### src/param_table_pkg.sv
// shared constants, table contents and state types for the parameter table reader
package param_table_pkg;

    // ------------------------------------------------------------
    // serial frame layout
    // ------------------------------------------------------------
    localparam int          CMD_BITS      = 8;
    localparam int          ADDR_BITS     = 24;
    localparam int          TBL_AW        = 8;
    localparam int          UID_BYTES     = 8;
    localparam logic [7:0]  RD_TABLE_CMD  = 8'h5A;
    localparam logic [4:0]  CNT_RST       = 5'h00;
    localparam logic [7:0]  BYTE_RST      = 8'h00;
    localparam logic [7:0]  BLANK_BYTE    = 8'hFF;

    // ------------------------------------------------------------
    // table byte addresses
    // ------------------------------------------------------------
    localparam logic [7:0]  A_FEATURES    = 8'h80;
    localparam logic [7:0]  A_ERASE_OP    = 8'h81;
    localparam logic [7:0]  A_READ_SUP    = 8'h82;
    localparam logic [7:0]  A_DENSITY     = 8'h87;
    localparam logic [7:0]  A_QIO_CFG     = 8'h88;
    localparam logic [7:0]  A_QIO_OP      = 8'h89;
    localparam logic [7:0]  A_QOUT_CFG    = 8'h8A;
    localparam logic [7:0]  A_QOUT_OP     = 8'h8B;
    localparam logic [7:0]  A_DOUT_CFG    = 8'h8C;
    localparam logic [7:0]  A_DOUT_OP     = 8'h8D;
    localparam logic [7:0]  A_DIO_CFG     = 8'h8E;
    localparam logic [7:0]  A_DIO_OP      = 8'h8F;
    localparam logic [7:0]  A_UNIFORM_SUP = 8'h90;
    localparam logic [7:0]  A_SECT1_SIZE  = 8'h9C;
    localparam logic [7:0]  A_SECT1_OP    = 8'h9D;
    localparam logic [7:0]  A_SECT2_SIZE  = 8'h9E;
    localparam logic [7:0]  A_SECT2_OP    = 8'h9F;
    localparam logic [7:0]  A_SECT3_SIZE  = 8'hA0;
    localparam logic [7:0]  A_SECT3_OP    = 8'hA1;
    localparam logic [7:0]  A_SECT4_SIZE  = 8'hA2;
    localparam logic [7:0]  A_SECT4_OP    = 8'hA3;
    localparam logic [7:0]  A_UID_BASE    = 8'hF8;

    // ------------------------------------------------------------
    // table byte values
    // ------------------------------------------------------------
    localparam logic [7:0]  V_FEATURES    = 8'hE5;
    localparam logic [7:0]  V_ERASE_OP    = 8'h20;
    localparam logic [7:0]  V_READ_SUP    = 8'hF1;
    localparam logic [7:0]  V_QIO_CFG     = 8'h44;
    localparam logic [7:0]  V_QIO_OP      = 8'hEB;
    localparam logic [7:0]  V_QOUT_CFG    = 8'h08;
    localparam logic [7:0]  V_QOUT_OP     = 8'h6B;
    localparam logic [7:0]  V_DOUT_CFG    = 8'h08;
    localparam logic [7:0]  V_DOUT_OP     = 8'h3B;
    localparam logic [7:0]  V_DIO_CFG     = 8'h80;
    localparam logic [7:0]  V_DIO_OP      = 8'hBB;
    localparam logic [7:0]  V_UNIFORM_SUP = 8'hEE;
    localparam logic [7:0]  V_SECT1_SIZE  = 8'h0C;
    localparam logic [7:0]  V_SECT1_OP    = 8'h20;
    localparam logic [7:0]  V_SECT2_SIZE  = 8'h10;
    localparam logic [7:0]  V_SECT2_OP    = 8'hD8;
    localparam logic [7:0]  V_SECT_NONE   = 8'h00;
    localparam logic [7:0]  V_DENSITY     = 8'h00;

    // ------------------------------------------------------------
    // frame states
    // ------------------------------------------------------------
    typedef enum logic [1:0] {
        ST_CMD,
        ST_ADDR,
        ST_DATA,
        ST_IGNORE
    } frame_e;

endpackage : param_table_pkg

### src/table_if.sv
// lookup carrier between the serial front end and the table memory
`timescale 1ns/1ps
interface table_if;
    import param_table_pkg::*;
    logic [TBL_AW-1:0]        addr;
    logic [7:0]               data;
    logic [UID_BYTES*8-1:0]   uid;

    modport reader (output addr, output uid, input data);
    modport store  (input addr, input uid, output data);
endinterface : table_if

### src/param_table_rom.sv
// table memory: one byte per address, read data registered
`timescale 1ns/1ps
module param_table_rom
    import param_table_pkg::*;
#(
    parameter logic [7:0] DENSITY_CODE = V_DENSITY
) (
    input  wire logic   ref_clk_in,
    input  wire logic   nrst_in,
    table_if.store      tbl
);

    typedef struct packed {
        logic [7:0] q;
    } rom_s;

    rom_s st_r;
    rom_s st_nxt;

    always_comb begin
        st_nxt = st_r;
        unique case (tbl.addr)
            A_FEATURES:    st_nxt.q = V_FEATURES;
            A_ERASE_OP:    st_nxt.q = V_ERASE_OP;
            A_READ_SUP:    st_nxt.q = V_READ_SUP;
            A_DENSITY:     st_nxt.q = DENSITY_CODE;
            A_QIO_CFG:     st_nxt.q = V_QIO_CFG;
            A_QIO_OP:      st_nxt.q = V_QIO_OP;
            A_QOUT_CFG:    st_nxt.q = V_QOUT_CFG;
            A_QOUT_OP:     st_nxt.q = V_QOUT_OP;
            A_DOUT_CFG:    st_nxt.q = V_DOUT_CFG;
            A_DOUT_OP:     st_nxt.q = V_DOUT_OP;
            A_DIO_CFG:     st_nxt.q = V_DIO_CFG;
            A_DIO_OP:      st_nxt.q = V_DIO_OP;
            A_UNIFORM_SUP: st_nxt.q = V_UNIFORM_SUP;                  // see
            A_SECT1_SIZE:  st_nxt.q = V_SECT1_SIZE;
            A_SECT1_OP:    st_nxt.q = V_SECT1_OP;
            A_SECT2_SIZE:  st_nxt.q = V_SECT2_SIZE;
            A_SECT2_OP:    st_nxt.q = V_SECT2_OP;
            A_SECT3_SIZE,
            A_SECT4_SIZE:  st_nxt.q = V_SECT_NONE;
            default: begin
                // uid occupies the top eight bytes, first byte is the lowest
                if (tbl.addr >= A_UID_BASE) begin
                    st_nxt.q = tbl.uid[{tbl.addr[2:0], 3'b000} +: 8];
                end else begin
                    // reserved, absent sector opcodes and unsupported protocol bytes
                    st_nxt.q = BLANK_BYTE;                             // see see see
                end
            end
        endcase
    end

    always_ff @(posedge ref_clk_in or negedge nrst_in) begin
        if (!nrst_in) begin
            st_r.q <= BLANK_BYTE;
        end else begin
            st_r <= st_nxt;
        end
    end

    assign tbl.data = st_r.q;

endmodule : param_table_rom

### src/param_table_reader.sv
// serial front end returning the discoverable parameter table
`timescale 1ns/1ps

// Behaviour
// quad io read: opcode EBh, byte 88h reads 44h (2 mode, 4 dummy).
// quad output read: opcode 6Bh, byte 8Ah reads 08h (8 dummy).
// dual output read: opcode 3Bh, byte 8Ch reads 08h (8 dummy).
// dual io read: opcode BBh, byte 8Eh reads 80h (4 mode, 0 dummy).
// support dword bit 4 zero: 4-4-4 read absent, its bytes read FFh.
// support dword bit 0 zero: 2-2-2 read absent, byte 97h reads FFh.
// sector type 1: size 0Ch at 9Ch, opcode 20h at 9Dh.
// sector type 2: size 10h at 9Eh, opcode D8h at 9Fh.
// sector types 3 and 4 absent: sizes 00h, opcodes FFh.
// byte 80h reads E5h.
// byte 82h reads F1h.
// reserved bytes and A4h..F7h read FFh; F8h..FFh hold unique id.
// read command plus address, then bytes stream with incrementing address.
module param_table_reader
    import param_table_pkg::*;
#(
    parameter int         ADDR_W       = ADDR_BITS,
    parameter logic [7:0] READ_CMD     = RD_TABLE_CMD,
    parameter logic [7:0] DENSITY_CODE = V_DENSITY
) (
    input  wire logic                    ref_clk_in,
    input  wire logic                    nrst_in,
    input  wire logic                    sck_in,
    input  wire logic                    cs_n_in,
    input  wire logic                    mosi_in,
    input  wire logic [UID_BYTES*8-1:0]  uid_in,
    output logic                         miso_out,
    output logic                         miso_oe_n_out
);

    // ------------------------------------------------------------
    // parameter checks
    // ------------------------------------------------------------
    if (ADDR_W < TBL_AW || ADDR_W > 32) begin : g_bad_addr
        $error("address width must lie between table width and 32");
    end

    // ------------------------------------------------------------
    // state
    // ------------------------------------------------------------
    typedef struct packed {
        frame_e             fsm;
        logic               sck_d;
        logic [4:0]         cnt;
        logic [ADDR_W-1:0]  shin;
        logic [TBL_AW-1:0]  ptr;
        logic [7:0]         shout;
        logic               miso;
    } reader_s;

    reader_s st_r;
    reader_s st_nxt;

    table_if tbl ();

    logic sck_rise;
    logic sck_fall;

    assign sck_rise = sck_in & ~st_r.sck_d;
    assign sck_fall = ~sck_in & st_r.sck_d;

    // ------------------------------------------------------------
    // frame sequencing
    // ------------------------------------------------------------
    always_comb begin
        st_nxt       = st_r;
        st_nxt.sck_d = sck_in;
        if (cs_n_in) begin
            // chip select high ends the frame wherever it stood
            st_nxt.fsm  = ST_CMD;
            st_nxt.cnt  = CNT_RST;
            st_nxt.miso = 1'b1;
        end else begin
            unique case (st_r.fsm)
                ST_CMD: begin
                    if (sck_rise) begin
                        st_nxt.shin = {st_r.shin[ADDR_W-2:0], mosi_in};
                        st_nxt.cnt  = st_r.cnt + 5'd1;
                        if (st_r.cnt == 5'(CMD_BITS - 1)) begin
                            st_nxt.cnt = CNT_RST;
                            // any other opcode is left to other logic
                            st_nxt.fsm = ({st_r.shin[6:0], mosi_in} == READ_CMD)
                                         ? ST_ADDR : ST_IGNORE;
                        end
                    end
                end
                ST_ADDR: begin
                    if (sck_rise) begin
                        st_nxt.shin = {st_r.shin[ADDR_W-2:0], mosi_in};
                        st_nxt.cnt  = st_r.cnt + 5'd1;
                        if (st_r.cnt == 5'(ADDR_W - 1)) begin
                            // only the low bits select a table byte; the table wraps
                            st_nxt.ptr = {st_r.shin[TBL_AW-2:0], mosi_in};
                            st_nxt.cnt = CNT_RST;
                            st_nxt.fsm = ST_DATA;
                        end
                    end
                end
                ST_DATA: begin
                    if (sck_rise) begin
                        st_nxt.cnt = {2'b00, st_r.cnt[2:0] + 3'd1};
                    end
                    if (sck_fall) begin
                        if (st_r.cnt[2:0] == 3'd0) begin
                            // memory output already reflects ptr, one clock old
                            st_nxt.shout = tbl.data;
                            st_nxt.miso  = tbl.data[7];
                            st_nxt.ptr   = st_r.ptr + 8'd1;
                        end else begin
                            st_nxt.shout = {st_r.shout[6:0], 1'b1};
                            st_nxt.miso  = st_r.shout[6];
                        end
                    end
                end
                ST_IGNORE: begin
                    st_nxt.miso = 1'b1;
                end
            endcase
        end
    end

    always_ff @(posedge ref_clk_in or negedge nrst_in) begin
        if (!nrst_in) begin
            st_r.fsm   <= ST_CMD;
            st_r.sck_d <= 1'b0;
            st_r.cnt   <= CNT_RST;
            st_r.shin  <= '0;
            st_r.ptr   <= BYTE_RST;
            st_r.shout <= BLANK_BYTE;
            st_r.miso  <= 1'b1;
        end else begin
            st_r <= st_nxt;
        end
    end

    // ------------------------------------------------------------
    // table memory and pin drive
    // ------------------------------------------------------------
    assign tbl.addr = st_r.ptr;
    assign tbl.uid  = uid_in;

    param_table_rom #(
        .DENSITY_CODE (DENSITY_CODE)
    ) u_rom (
        .ref_clk_in (ref_clk_in),
        .nrst_in    (nrst_in),
        .tbl        (tbl.store)
    );

    assign miso_out      = st_r.miso;
    assign miso_oe_n_out = ~((st_r.fsm == ST_DATA) & ~cs_n_in);

endmodule : param_table_reader

### config.mk
export PLATFORM = sky130hd
export DESIGN_NAME = param_table_reader
export DESIGN_NICKNAME = d
export VERILOG_FILES = /design/src/param_table_pkg.sv /design/src/table_if.sv /design/src/param_table_rom.sv /design/src/param_table_reader.sv
export SDC_FILE = /design/constraint.sdc
export NUM_CORES = 1
export LEC_CHECK = 0
export BUFFER_PORTS_ARGS = -buffer_cell sky130_fd_sc_hd__buf_2
export CAP_MARGIN = 20
export CELL_PAD_IN_SITES_DETAIL_PLACEMENT = 1
export CELL_PAD_IN_SITES_GLOBAL_PLACEMENT = 2
export CORE_ASPECT_RATIO = 0.6
export CORE_MARGIN = 5
export CORE_UTILIZATION = 34
export CTS_BUF_LIST = sky130_fd_sc_hd__clkbuf_8
export DETAILED_ROUTE_END_ITERATION = 8
export GPL_ROUTABILITY_DRIVEN = 0
export GPL_TIMING_DRIVEN = 0
export PLACE_DENSITY_LB_ADDON = 0.1
export SLEW_MARGIN = 20
export SYNTH_ARGS = -nofsm -noshare
export SYNTH_HDL_FRONTEND = slang
export SYNTH_SLANG_ARGS = --single-unit
### constraint.sdc
create_clock -name ref_clk_in -period 2.83 [get_ports ref_clk_in]
set_input_delay 0.849 -clock ref_clk_in [delete_from_list [all_inputs] [get_ports ref_clk_in]]
set_output_delay 0.849 -clock ref_clk_in [all_outputs]
set_load 0.05 [all_outputs]
==> impl_metrics.py <==
metrics = {
    "synth": {
        "synth_top_cells_by_area": "dfrtp_1 20%, dfstp_2 14%, mux4_2 12%",
        "synth-xor-area-share_pct": 0.302,
        "ys_seq_area_share_pct": 34.3,
        "synth_top_family_by_area": "simple AND/OR/NAND/NOR gates",
        "synthTopCellsByCount": "26 x nand2_1, 24 x nor2_1, 23 x dfrtp_1",
        "yosysTopAreaCellShare_pct": 19.8,
        "yosys.area_share.simple_pct": 18.4,
        "synthAdderAreaFrac_pct": 4.31,
        "yosysUniqueCellTypes": 57,
        "syn_area_per_cell_sq_um": 9.49,
        "synthCells": 306,
        "synth_edf_count": 0,
        "synth_compound_area_share_pct": 18.3,
        "netlist_area_sq_mm": 0.00290,
        "muxShareOfSynthArea_pct": 18.2,
        "synthArstFlopShare_pct": 100,
        "synth.most_common_cell": "nand2_1",
        "syn-num-nets": 385,
        "yosys_warnings": 0,
        "synth_top_area_cell": "dfrtp_1",
        "synth-main-ff-cell": "dfrtp_1",
        "ys_ff_latch": 39,
    },
    "setup_path": {
        "startpoint": "tbl.addr[1]$_DFFE_PN0P_",
        "cp.arrival_ns": 2.87,
        "critical_path_required_ns": 3.04,
        "regToRegSetupSlack_ns": 0.17,
        "r2r_start": "tbl.addr[1]$_DFFE_PN0P_",
        "criticalPathCategory": "flip-flop to flip-flop",
        "critPathLaunchType": "flip-flop",
        "end_kind": "flip-flop",
        "path_max_fanout": 10,
    },
    "clocking": {
        "clock-sinks": 39,
        "cts_tree": "done",
        "cts_buffer_depth": 2,
        "clk_latency_ns": 0.30,
        "clk_pin_slew_ns": 0.08,
        "cts_root_buffer": "clkbuf_8",
        "cts_buffers": 5,
        "ctsHoldBuffers": 0,
        "htree_num_levels": 2,
    },
    "die": {
        "initial_core_util_pct": 34.5,
        "dieArea_sq_mm": 0.0105,
        "rows": 26,
        "die_h_um": 81.6,
        "dieWidth_um": 129,
        "core_sq_mm": 0.00843,
        "ios": 71,
    },
    "sta": {
        "slew_headroom_pct": 40.5,
        "skew_ns": 0.00725,
        "setup_viol": 0,
        "min_period_ns": 2.66,
        "fin_crit_sh_pct": 94.1,
        "finalMaxSlewViolations": 0,
        "worstMarginPinSlew_ns": 0.892,
        "hold_violations": 0,
        "grt_setup_unrepaired": "false",
        "finalSetupTns_ns": 0,
        "max_freq_ghz": 0.375,
    },
    "detailed_routing": {
        "first_iter_violations": 200,
        "drc": 0,
        "drtAntennaViolNets": 0,
        "viasPerCell": 5.47,
        "avgRoutedWirePerCell_um": 18.7,
        "dr_total_vias": 2709,
        "drtPass1Iterations": 4,
        "wl_mm": 9.28,
    },
    "global_routing": {
        "grt_pass1_vias": 2895,
        "grt_pass1_wl_mm": 15.2,
        "track_usage_pct": 18.6,
        "antenna_found_initial": 0,
        "gr-total-overflow": 0,
        "grt_max_degree": 40,
    },
    "run_status": {
        "status": "completed",
    },
    "placed_design": {
        "dp_cells": 487,
        "place_hpwl_mm": 7.37,
        "port_buffers": 69,
    },
    "cells_and_area": {
        "final_util_pct": 42.0,
        "antenna_cells": 0,
        "final_nets": 461,
        "drive_above_1_share_pct": 37.6,
        "stdcell_count": 495,
        "syn_to_final_growth_pct": 21.8,
        "nFillCells": 1020,
    },
    "power": {
        "power.density_mw_per_mm2": 407,
        "netSwitchingPower_w": 0.000398,
        "comb_power_share_pct": 18.9,
        "ir_worst_vdd_v": 0.000308,
        "p_sw_share_pct": 27.7,
        "power.internal_w": 0.00104,
        "p_leak_nw": 1.56,
        "clkPwrFrac_pct": 33.7,
        "seq_power_share_pct": 47.4,
    },
    "worst_hold_path": {
        "hold_path_class": "flip-flop to flip-flop",
        "min-delay-start": "u_rom.tbl.data[0]$_DFF_PN1_",
    },
    "flow_run": {
        "maxCapViolations": 0,
    },
}
sequential cells by signal, summed over array words and instances, names as in the netlist:
| signal | count |
|---|---|
| miso_out | 1 |
| st_r | 22 |
| tbl.addr | 8 |
| u_rom.tbl.data | 8 |
power groups by stage:
stage / clock network [W] / logic, W / registers (W)
finish: 0.000485 / 0.000272 / 0.000682
global placement: 0 / 0.000264 / 0.000691
floorplan: 0 / 0.000177 / 0.000670
detailed placement: 0 / 0.000274 / 0.000692
CTS: 0.000505 / 0.000275 / 0.000683
global route: 0.000527 / 0.000302 / 0.000691
cell families after synthesis:
family / after synthesis
AND/OR/NAND/NOR: 103
multiplexers: 32
adder cells (fa/ha/maj): 10
AO/OA/AOI/OAI: 82
XOR/XNOR: 1
flip-flops: 39
buffers and inverters: 39
critical path, stage by stage (launching register included):
cell	delay [ns]
dfrtp_1	0.38
clkbuf_4	0.24
clkbuf_4	0.26
inv_1	0.10
ha_1	0.32
or3_1	0.43
a32oi_2	0.31
o211ai_2	0.20
a22oi_1	0.30
area by class of cell:
cell class              count  area, sq um  share of cell area, %
multi-input cells         228         1750                   49.6
flip-flops and latches     39          996                   28.2
repair buffers             69          345                   9.77
well taps                 112          140                   3.96
plain buffers              22          125                   3.54
clock buffers               5         68.8                   1.95
inverters                  17         63.8                   1.80
clock inverters             3         43.8                   1.24
path summary, 6_finish.rpt:
check | endpoint | cells after the start
min in group asynchronous | st_r[43]$_DFFE_PN0P_ | 1
setup / recovery | u_rom.tbl.data[5]$_DFF_PN1_ | 8
hold reg to reg | st_r[1]$_DFFE_PN1P_ | 2
max in group asynchronous | st_r[18]$_DFFE_PN0P_ | 1
hold / removal | st_r[1]$_DFFE_PN1P_ | 2
setup reg to reg | u_rom.tbl.data[5]$_DFF_PN1_ | 8
routing by layer:
| layer | wire (um) | GRT usage (%) | share of wire, % | vias up |
|---|---|---|---|---|
| met1 | 4880 | 28.2 | 53 | 1363 |
| met4 | 33 | 2.62 | 0.36 | 0 |
| li1 | - | - | - | 1293 |
| met5 | 0 | 0 | 0 | - |
| met2 | 3940 | 27.8 | 43 | 49 |
| met3 | 416 | 3.77 | 4.5 | 4 |
stage by stage:
step	power, W	setup slack, ns	cell area, sq um	hold WS (ns)
floorplan	0.000847	0.550	2900	0.441
global placement	0.000955	0.0922	3390	0.449
detailed placement	0.000966	0.0296	3400	0.468
CTS	0.00146	0.00816	3510	0.482
global route	0.00152	0.0244	3540	0.499
finish	0.00144	0.166	3540	0.477
layout by cell type, fill, tap and decap left out, types with 9 or more instances in the layout:
cell type | netlist | routed
a32oi_1 | 10 | 9
mux4_2 | 16 | 16
ha_1 | 10 | 10
nor2_1 | 24 | 24
dfstp_2 | 16 | 16
dfrtp_1 | 23 | 23
inv_1 | 16 | 16
nand3_1 | 13 | 13
nand2_1 | 26 | 26
buf_2 | 8 | 75
a21oi_1 | 22 | 21
mux2i_1 | 9 | 9
o21ai_0 | 17 | 17
what timing repair did:
item,CTS,global route
gates resized for setup,0,6
setup buffers,0,0
setup endpoints to repair,0,7
Power figures use the tool's default switching activity.
